--- src/rtl/vco_cfg_defs.svh ---
// Offsets, field positions, reset values and masks of the VCO divider
// and loop-filter configuration block. Assumes an AXI4-Lite slave decode.
`ifndef VCO_CFG_DEFS_SVH
`define VCO_CFG_DEFS_SVH

`define AXI_ADDR_W 12
// Register indices; byte address is four times the index
`define IDX_VCO_DIV 12'h0F4
`define IDX_LOOP_FILTER 12'h0F5
`define IDX_ZERO_BYPASS 12'h0F6
`define IDX_DIV_STATUS 12'h0F7
`define IDX_TUNING 12'h190
`define ADDR_OF(idx) ((idx) << 2)

// Writable bit masks; everything else is reserved
`define MASK_VCO_DIV 8'h0F
`define MASK_LOOP_FILTER 8'hFF
`define MASK_ZERO_BYPASS 8'h01
`define MASK_TUNING 8'hFF

// Reset values and the recommended tuning value
`define RST_VCO_DIV 8'h00
`define RST_LOOP_FILTER 8'h00
`define RST_ZERO_BYPASS 8'h00
`define RST_TUNING 8'h00
`define TUNING_RECOMMENDED 8'h20

// Field positions and the divider base ratio
`define DIV_PD_BIT 3
`define DIV_CODE_MSB 2
`define DIV_BASE_RATIO 4'h4
`define POLE2_MSB 7
`define POLE2_LSB 6
`define ZERO_MSB 5
`define ZERO_LSB 3
`define POLE1_MSB 2
`define BYPASS_BIT 0

// AXI responses
`define RESP_OKAY 2'h0
`define RESP_SLVERR 2'h2

`endif

--- src/rtl/vco_cfg_pkg.sv ---
// Types shared by the configuration block: selected loop-filter values
// and the whole state of the block. Needs vco_cfg_defs.svh.
`include "vco_cfg_defs.svh"

package vco_cfg_pkg;

  typedef enum logic [2:0] {
    SEL_NONE = 3'h0,
    SEL_VCO_DIV = 3'h1,
    SEL_LOOP_FILTER = 3'h2,
    SEL_ZERO_BYPASS = 3'h3,
    SEL_DIV_STATUS = 3'h4,
    SEL_TUNING = 3'h5
  } reg_sel_t;

  typedef struct packed {
    logic [9:0] second_pole_resistance;
    logic [11:0] zero_resistance;
    logic [5:0] first_pole_capacitance;
    logic zero_bypassed;
  } lf_sel_t;

  typedef struct packed {
    logic [7:0] vco_div;
    logic [7:0] loop_filter;
    logic [7:0] zero_bypass;
    logic [7:0] tuning;
    logic aw_held;
    logic [`AXI_ADDR_W-1:0] awaddr;
    logic w_held;
    logic [7:0] wdata;
    logic wlane;
    logic bvalid;
    logic [1:0] bresp;
    logic rvalid;
    logic [31:0] rdata;
    logic [1:0] rresp;
    logic [3:0] div_count;
    logic div_tick;
    lf_sel_t lf_out;
  } cfg_state_t;

endpackage

--- src/rtl/vco_divider_loop_filter_cfg.sv ---
// Configuration registers of the output synthesizer: VCO post-divider
// and loop-filter component selection, on an AXI4-Lite slave.
// Assumes one clock aclk; the divider counts aclk as a stand-in for VCO.
//
// The implementer's own choice: the AXI4-Lite interface to the registers.
`timescale 1ns/100ps
`include "vco_cfg_defs.svh"

module vco_divider_loop_filter_cfg (
  input wire logic aclk,
  input wire logic aresetn,
  input wire logic [`AXI_ADDR_W-1:0] awaddr,
  input wire logic [2:0] awprot,
  input wire logic awvalid,
  output logic awready,
  input wire logic [31:0] wdata,
  input wire logic [3:0] wstrb,
  input wire logic wvalid,
  output logic wready,
  output logic [1:0] bresp,
  output logic bvalid,
  input wire logic bready,
  input wire logic [`AXI_ADDR_W-1:0] araddr,
  input wire logic [2:0] arprot,
  input wire logic arvalid,
  output logic arready,
  output logic [31:0] rdata,
  output logic [1:0] rresp,
  output logic rvalid,
  input wire logic rready,
  output logic div_tick,
  output logic div_powered_down,
  output logic [3:0] div_ratio,
  output vco_cfg_pkg::lf_sel_t output_synth_loop,
  output logic [7:0] tuning_value
);

  vco_cfg_pkg::cfg_state_t s;
  vco_cfg_pkg::cfg_state_t next_s;
  logic vco_wr;

  // Address decode, shared by the read and write paths
  function automatic vco_cfg_pkg::reg_sel_t reg_decode(
    input logic [`AXI_ADDR_W-1:0] a
  );
    logic [`AXI_ADDR_W-1:0] w;
    w = {a[`AXI_ADDR_W-1:2], 2'h0};
    if (w == `ADDR_OF(`IDX_VCO_DIV))
      return vco_cfg_pkg::SEL_VCO_DIV;
    else if (w == `ADDR_OF(`IDX_LOOP_FILTER))
      return vco_cfg_pkg::SEL_LOOP_FILTER;
    else if (w == `ADDR_OF(`IDX_ZERO_BYPASS))
      return vco_cfg_pkg::SEL_ZERO_BYPASS;
    else if (w == `ADDR_OF(`IDX_DIV_STATUS))
      return vco_cfg_pkg::SEL_DIV_STATUS;
    else if (w == `ADDR_OF(`IDX_TUNING))
      return vco_cfg_pkg::SEL_TUNING;
    else
      return vco_cfg_pkg::SEL_NONE;
  endfunction

  // Pole resistor in ohms
  function automatic logic [9:0] pole2_ohms(input logic [1:0] c);
    case (c)
      2'h0: return 10'd900;
      2'h1: return 10'd450;
      2'h2: return 10'd300;
      default: return 10'd225;
    endcase
  endfunction

  // Zero resistor in ohms; the table is not monotonic in the code
  function automatic logic [11:0] zero_ohms(input logic [2:0] c);
    case (c)
      3'h0: return 12'd3250;
      3'h1: return 12'd2750;
      3'h2: return 12'd2250;
      3'h3: return 12'd2100;
      3'h4: return 12'd3000;
      3'h5: return 12'd2500;
      3'h6: return 12'd2000;
      default: return 12'd1850;
    endcase
  endfunction

  // Pole capacitor in pF; codes 3 and 4 give the same value
  function automatic logic [5:0] pole1_pf(input logic [2:0] c);
    case (c)
      3'h0: return 6'd0;
      3'h1: return 6'd8;
      3'h2: return 6'd16;
      3'h3: return 6'd24;
      3'h4: return 6'd24;
      3'h5: return 6'd32;
      3'h6: return 6'd40;
      default: return 6'd48;
    endcase
  endfunction

  // Ready terms: one write and one read in flight at most
  assign awready = !s.aw_held && !s.bvalid;
  assign wready = !s.w_held && !s.bvalid;
  assign arready = !s.rvalid;
  assign bvalid = s.bvalid;
  assign bresp = s.bresp;
  assign rvalid = s.rvalid;
  assign rdata = s.rdata;
  assign rresp = s.rresp;
  assign div_tick = s.div_tick;
  assign div_powered_down = s.vco_div[`DIV_PD_BIT];
  assign div_ratio = 4'(s.vco_div[`DIV_CODE_MSB:0]) + `DIV_BASE_RATIO;
  assign output_synth_loop = s.lf_out;
  assign tuning_value = s.tuning;

  // Next state: bus slave, register file, divider and decoded filter
  always_comb begin
    vco_cfg_pkg::reg_sel_t wsel;
    vco_cfg_pkg::reg_sel_t rsel;
    logic [7:0] rval;
    logic [3:0] ratio;
    next_s = s;
    vco_wr = 1'b0;
    wsel = reg_decode(s.awaddr);
    rsel = reg_decode(araddr);
    rval = 8'h00;
    ratio = 4'(s.vco_div[`DIV_CODE_MSB:0]) + `DIV_BASE_RATIO;
    if (s.bvalid && bready)
      next_s.bvalid = 1'b0;
    if (awvalid && awready) begin
      next_s.aw_held = 1'b1;
      next_s.awaddr = awaddr;
    end
    if (wvalid && wready) begin
      next_s.w_held = 1'b1;
      next_s.wdata = wdata[7:0];
      next_s.wlane = wstrb[0];
    end
    // Commit once both halves are held; reserved bits are masked off
    if (s.aw_held && s.w_held && !s.bvalid) begin
      next_s.aw_held = 1'b0;
      next_s.w_held = 1'b0;
      next_s.bvalid = 1'b1;
      next_s.bresp = `RESP_OKAY;
      case (wsel)
        vco_cfg_pkg::SEL_VCO_DIV: begin
          if (s.wlane) begin
            next_s.vco_div = s.wdata & `MASK_VCO_DIV;
            vco_wr = 1'b1;
          end
        end
        vco_cfg_pkg::SEL_LOOP_FILTER: begin
          if (s.wlane)
            next_s.loop_filter = s.wdata & `MASK_LOOP_FILTER;
        end
        vco_cfg_pkg::SEL_ZERO_BYPASS: begin
          if (s.wlane)
            next_s.zero_bypass = s.wdata & `MASK_ZERO_BYPASS;
        end
        vco_cfg_pkg::SEL_TUNING: begin
          if (s.wlane)
            next_s.tuning = s.wdata & `MASK_TUNING;
        end
        vco_cfg_pkg::SEL_DIV_STATUS: begin
          next_s.bresp = `RESP_OKAY; // Read-only, write dropped
        end
        default: next_s.bresp = `RESP_SLVERR;
      endcase
    end
    // Read path answers one cycle after the address is taken
    if (s.rvalid && rready)
      next_s.rvalid = 1'b0;
    if (arvalid && arready) begin
      case (rsel)
        vco_cfg_pkg::SEL_VCO_DIV: rval = s.vco_div;
        vco_cfg_pkg::SEL_LOOP_FILTER: rval = s.loop_filter;
        vco_cfg_pkg::SEL_ZERO_BYPASS: rval = s.zero_bypass;
        vco_cfg_pkg::SEL_DIV_STATUS:
          rval = {!s.vco_div[`DIV_PD_BIT], 3'h0, s.div_count};
        vco_cfg_pkg::SEL_TUNING: rval = s.tuning;
        default: rval = 8'h00;
      endcase
      next_s.rvalid = 1'b1;
      next_s.rdata = {24'h000000, rval};
      next_s.rresp = (rsel == vco_cfg_pkg::SEL_NONE) ? `RESP_SLVERR :
                     `RESP_OKAY;
    end
    // Shared divider; >= lets a smaller ratio take effect at once
    if (s.vco_div[`DIV_PD_BIT]) begin
      next_s.div_count = 4'h0;
      next_s.div_tick = 1'b0;
    end else if (s.div_count >= ratio - 4'h1) begin
      next_s.div_count = 4'h0;
      next_s.div_tick = 1'b1;
    end else begin
      next_s.div_count = s.div_count + 4'h1;
      next_s.div_tick = 1'b0;
    end
    // Decoded loop-filter values, with the zero resistor bypass
    next_s.lf_out.second_pole_resistance =
      pole2_ohms(s.loop_filter[`POLE2_MSB:`POLE2_LSB]);
    next_s.lf_out.first_pole_capacitance =
      pole1_pf(s.loop_filter[`POLE1_MSB:0]);
    next_s.lf_out.zero_bypassed = s.zero_bypass[`BYPASS_BIT];
    next_s.lf_out.zero_resistance = s.zero_bypass[`BYPASS_BIT] ? 12'd0 :
      zero_ohms(s.loop_filter[`ZERO_MSB:`ZERO_LSB]);
  end

  // State register; decoded outputs reset to the code-zero values
  always_ff @(posedge aclk) begin
    if (!aresetn) begin
      s <= '0;
      s.vco_div <= `RST_VCO_DIV;
      s.loop_filter <= `RST_LOOP_FILTER;
      s.zero_bypass <= `RST_ZERO_BYPASS;
      s.tuning <= `RST_TUNING;
      s.lf_out.second_pole_resistance <= 10'd900;
      s.lf_out.zero_resistance <= 12'd3250;
    end else begin
      s <= next_s;
    end
  end

  // Cycles since the last tick, only for checking the period
  logic [3:0] gap;
  logic gap_valid;
  always_ff @(posedge aclk) begin
    if (!aresetn || s.vco_div[`DIV_PD_BIT] || vco_wr) begin
      gap <= 4'h0;
      gap_valid <= 1'b0;
    end else if (s.div_tick) begin
      gap <= 4'h0;
      gap_valid <= 1'b1;
    end else begin
      gap <= gap + 4'h1;
    end
  end

  a_pd_no_tick: assert property (@(posedge aclk) disable iff (!aresetn)
    $past(s.vco_div[`DIV_PD_BIT]) && s.vco_div[`DIV_PD_BIT] |-> !div_tick)
    else $error("divider ticks while powered down");
  a_div_min_gap: assert property (@(posedge aclk) disable iff (!aresetn)
    div_tick |=> !div_tick [*3])
    else $error("divider period shorter than four");
  a_div_period: assert property (@(posedge aclk) disable iff (!aresetn)
    div_tick && gap_valid |-> gap == div_ratio - 4'h1)
    else $error("divider period differs from code plus four");
  a_pole2_map: assert property (@(posedge aclk) disable iff (!aresetn)
    $past(s.loop_filter[7:6]) == 2'h2 |->
    output_synth_loop.second_pole_resistance == 10'd300)
    else $error("pole resistor value wrong");
  a_zero_map: assert property (@(posedge aclk) disable iff (!aresetn)
    $past(s.loop_filter[5:3]) == 3'h4 && !$past(s.zero_bypass[0]) |->
    output_synth_loop.zero_resistance == 12'd3000)
    else $error("zero resistor value wrong");
  a_cap_equal: assert property (@(posedge aclk) disable iff (!aresetn)
    ($past(s.loop_filter[2:0]) == 3'h3 || $past(s.loop_filter[2:0]) == 3'h4)
    |-> output_synth_loop.first_pole_capacitance == 6'd24)
    else $error("pole capacitor codes 3 and 4 differ");
  a_bypass_zero: assert property (@(posedge aclk) disable iff (!aresetn)
    $past(s.zero_bypass[0]) |-> output_synth_loop.zero_resistance == 12'd0
    && output_synth_loop.zero_bypassed)
    else $error("bypass did not short zero resistor");
  a_tuning_reset: assert property (@(posedge aclk)
    $past(!aresetn) |-> tuning_value == 8'h00)
    else $error("tuning register not zero after reset");
  a_rsvd_zero: assert property (@(posedge aclk) disable iff (!aresetn)
    s.vco_div[7:4] == 4'h0 && s.zero_bypass[7:1] == 7'h00 &&
    (!rvalid || rdata[31:8] == 24'h000000))
    else $error("reserved bits not zero");

endmodule

--- config.mk ---
export PLATFORM = sky130hd
export DESIGN_NAME = vco_divider_loop_filter_cfg
export DESIGN_NICKNAME = d
export VERILOG_FILES = /design/src/rtl/vco_cfg_pkg.sv /design/src/rtl/vco_divider_loop_filter_cfg.sv
export VERILOG_INCLUDE_DIRS = /design/src /design/src/rtl
export SDC_FILE = /design/constraint.sdc
export NUM_CORES = 1
export LEC_CHECK = 0
export CELL_PAD_IN_SITES_DETAIL_PLACEMENT = 1
export CELL_PAD_IN_SITES_GLOBAL_PLACEMENT = 2
export CORE_MARGIN = 5
export CORE_UTILIZATION = 33
export CTS_BUF_LIST = sky130_fd_sc_hd__clkbuf_8
export DETAILED_ROUTE_END_ITERATION = 16
export DONT_BUFFER_PORTS = 1
export PLACE_DENSITY_LB_ADDON = 0.1
export SLEW_MARGIN = 15
export SYNTH_ARGS = -nofsm -noshare
export SYNTH_HDL_FRONTEND = slang
export SYNTH_SLANG_ARGS = --single-unit
--- constraint.sdc ---
create_clock -name aclk -period 1.5 [get_ports aclk]
set_input_delay 0.15 -clock aclk [delete_from_list [all_inputs] [get_ports aclk]]
set_output_delay 0.15 -clock aclk [all_outputs]
set_load 0.02 [all_outputs]
==> results.txt <==
biggest area consumer among synthesized cells: dfxtp_1
Area Overhead vs Synth: 11.5%
Main synth FF type: dfxtp_1
antenna violations before repair: 0
cells after synthesis: 433
Worst Path Arrival: 1.85 ns
Clock power frac: 0.338
clk sinks: 83
CP Buf/Inv Count: 2
Synth area leaders: dfxtp_1 (43%), buf_4 (15%), nand2_1 (7.9%)
Port Buffers: 0
Hold WS: 0.0341 ns
largest net degree at the start of global routing: 65
Setup Fix Bufs, Post-CTS: 0
first-pass GRT wire length: 15100 um
Synth top area share: 0.428
Max Cap Viol: 0
final cell count without fillers: 579
Worst path slowest cell: dfxtp_4
Comb power frac: 0.148
sequential fraction of design power: 0.514
Peak VDD IR: 0.457 mV
CTS root buf: clkbuf_8
final WL: 9680 um
Yosys cell types: 45
WL per Instance: 16.7 um
Slew Limit Fails: 0
antenna cells: 0
Via Count: 2647
CP endpoint kind: register
Async SR Flop Fraction: 0
flops & latches, synth: 83
GPL Wtd Cong: 0.723
Core ar.: 11500 um^2
CP dominant cell by count: buf_6
most used routing layer: met2
antenna-violating nets left: 0
Worst Skew: 0.0119 ns
setup TNS: -0.688 ns
Syn Area/Cell: 8.97 um^2
CP Class: reg -> reg
met1 usage: 0.172
dpl ws: -0.167 ns
Initial Utilization: 0.339
1st-iter DRT viols: 84
Post-synth EDFFs: 0
static leakage: 0.00168 uW
total gr overflow: 0
CP max stage delay: 0.38 ns
Total Routing Usage GR: 0.138
status: complete, but fails checks
internal power: 3360 uW
Max clock buf depth: 2
layout cell share with drive strength beyond 1: 0.167
Placed Cells incl. Taps: 541
WP data required: 1.79 ns
CP top delay family: simple AND/OR/NAND/NOR gates
global-route track usage on met3: 0.0535
HP Class: in -> reg
Die Wd: 119 um
CTS Buf Count: 9
Sw Share: 0.275
power consumption: 4630 uW
fin crit period: 1.56 ns
RSZ-0062 raised after global routing: yes
Top-Level Pins: 157
GRT met2 Usage: 0.212
CTS tree: done
DIE AREA: 14000 um^2
First-pass DRT Iterations: 4
nets: 512
PD cells: 1070 nW/um^2
clk_lat worst skew: 0.37 ns
slack of the critical path: -0.0632 ns
via density per instance: 4.57
CP Cell Sequence: and3b_2, nand3_2, buf_6, nor4b_4, buf_6, mux2i_1
final worst path period share: 1.04
Rows: 39
Die H: 119 um
post-detail-place hpwl: 6710 um
Post-Syn Area: 3880 um^2
DRC viols: 0
CTS H-tree lvls: 3
NetSw: 1280 uW
final setup fails: 14
Max Clock Freq: 640 MHz
vias in the first global route: 2710
yosys warns: 0
Crit Path Max Fanout: 8
CTS clk-pin slew, worst paths: 0.08 ns
sequential cell area fraction in the yosys report: 0.428
crit start category: register
failing checks: setup timing
final hold vios: 0
-- final cells by class --
type	count	area, um^2
Tap cell	143	179
Timing Repair Buffer	51	480
Sequential cell	83	1670
Multi-Input combinational cell	274	1770
Clock buffer	13	179
Clock inverter	1	7.51
Fill cell	1322	7140
Inverter	14	52.6
-- worst paths after layout --
check | start | endpoint | slack (ns) | cells past startpoint
setup / recovery | bvalid$_SDFFE_PN0P_ | s[117]$_SDFFE_PN0P_ | -0.06 | 6
hold / removal | aresetn | s[119]$_SDFFE_PN0P_ | 0.03 | 2
setup reg to reg | bvalid$_SDFFE_PN0P_ | s[117]$_SDFFE_PN0P_ | -0.06 | 6
hold reg to reg | s[93]$_SDFFE_PN0P_ | s[93]$_SDFFE_PN0P_ | 0.46 | 2
-- layer usage --
layer  share of wire  up-vias
met5               0        -
met4           0.017        0
met3           0.076       12
met2            0.47       81
met1            0.44     1239
li1                -     1315
-- Yosys cell counts, drive strengths merged, types with 2 or more instances --
library cell	instances
a21oi	3
and2	6
a32oi	2
and3	2
inv	14
o21ai	20
nand3	7
clkbuf	11
a21boi	21
mux2i	25
and3b	2
nand2b	11
dfxtp	83
nor3	6
ha	6
xnor2	5
buf	81
nor2b	4
nor4	2
nor3b	2
xor2	2
a22oi	6
nand2	82
nor4b	2
nor2	17
-- per-stage QoR --
| stage | util | instance area [um^2] |
|---|---|---|
| floorplan | - | 4000 |
| global placement | 0.328 | 3760 |
| detailed placement | 0.328 | 3760 |
| CTS | 0.369 | 4230 |
| global route | 0.378 | 4330 |
| finish | 0.378 | 4330 |
-- power groups by stage --
stage	sequential, uW	clock (uW)	combinational [uW]
after floorplan	2410	0	430
after global placement	2420	0	452
after detailed placement	2430	0	463
after CTS	2370	1650	573
after global routing	2390	1760	761
final	2380	1570	687
-- sequential cells by signal, summed over array words and instances (netlist names) --
| register | flops |
|---|---|
| div_powered_down | 1 |
| next_s | 1 |
| s | 36 |
| rvalid | 1 |
| bresp | 1 |
| rdata | 8 |
| rresp | 1 |
| tuning_value | 8 |
| bvalid | 1 |
| output_synth_loop | 24 |
| div_tick | 1 |
-- cells in the final DEF (no fill, tap or decap), drive strengths merged, types with 2 or more instances in the layout --
cell | Yosys | final
xor2 | 2 | 2
dlygate4sd3 | 0 | 23
and2 | 6 | 6
nor2 | 17 | 17
nor3 | 6 | 6
o21ai | 20 | 20
nor2b | 4 | 4
nor4 | 2 | 2
nand2b | 11 | 11
xnor2 | 5 | 5
a32oi | 2 | 2
a21boi | 21 | 21
inv | 14 | 14
buf | 81 | 28
nand3 | 7 | 7
ha | 6 | 6
dfxtp | 83 | 83
and3 | 2 | 2
a21oi | 3 | 3
nand2 | 82 | 82
clkbuf | 11 | 13
and3b | 2 | 2
a22oi | 6 | 6
mux2i | 25 | 25
nor3b | 2 | 2
conb | 1 | 31
nor4b | 2 | 2
-- what timing repair did --
item / in CTS / in global routing
endpoints found under the hold margin: 70 / 0
hold buffers: 24 / 0
gates resized for setup: 9 / 21
pin swaps: 4 / 7
endpoints found under the setup margin: 26 / 39
-- logic make-up (layout without fill, tap and decap cells) --
logic type	Yosys count	count (layout)	synth area share
AOI/OAI and AO/OA	56	56	0.0979
xor gates and xnor gates	7	7	0.0158
adders and majority gates	6	6	0.0193
buffers and inverters	106	79	0.179
DFF	83	83	0.428
muxes	26	26	0.0712
other	1	31	0.000965
and+or+nand+nor	148	148	0.188
(Power assumes the default switching activity.)
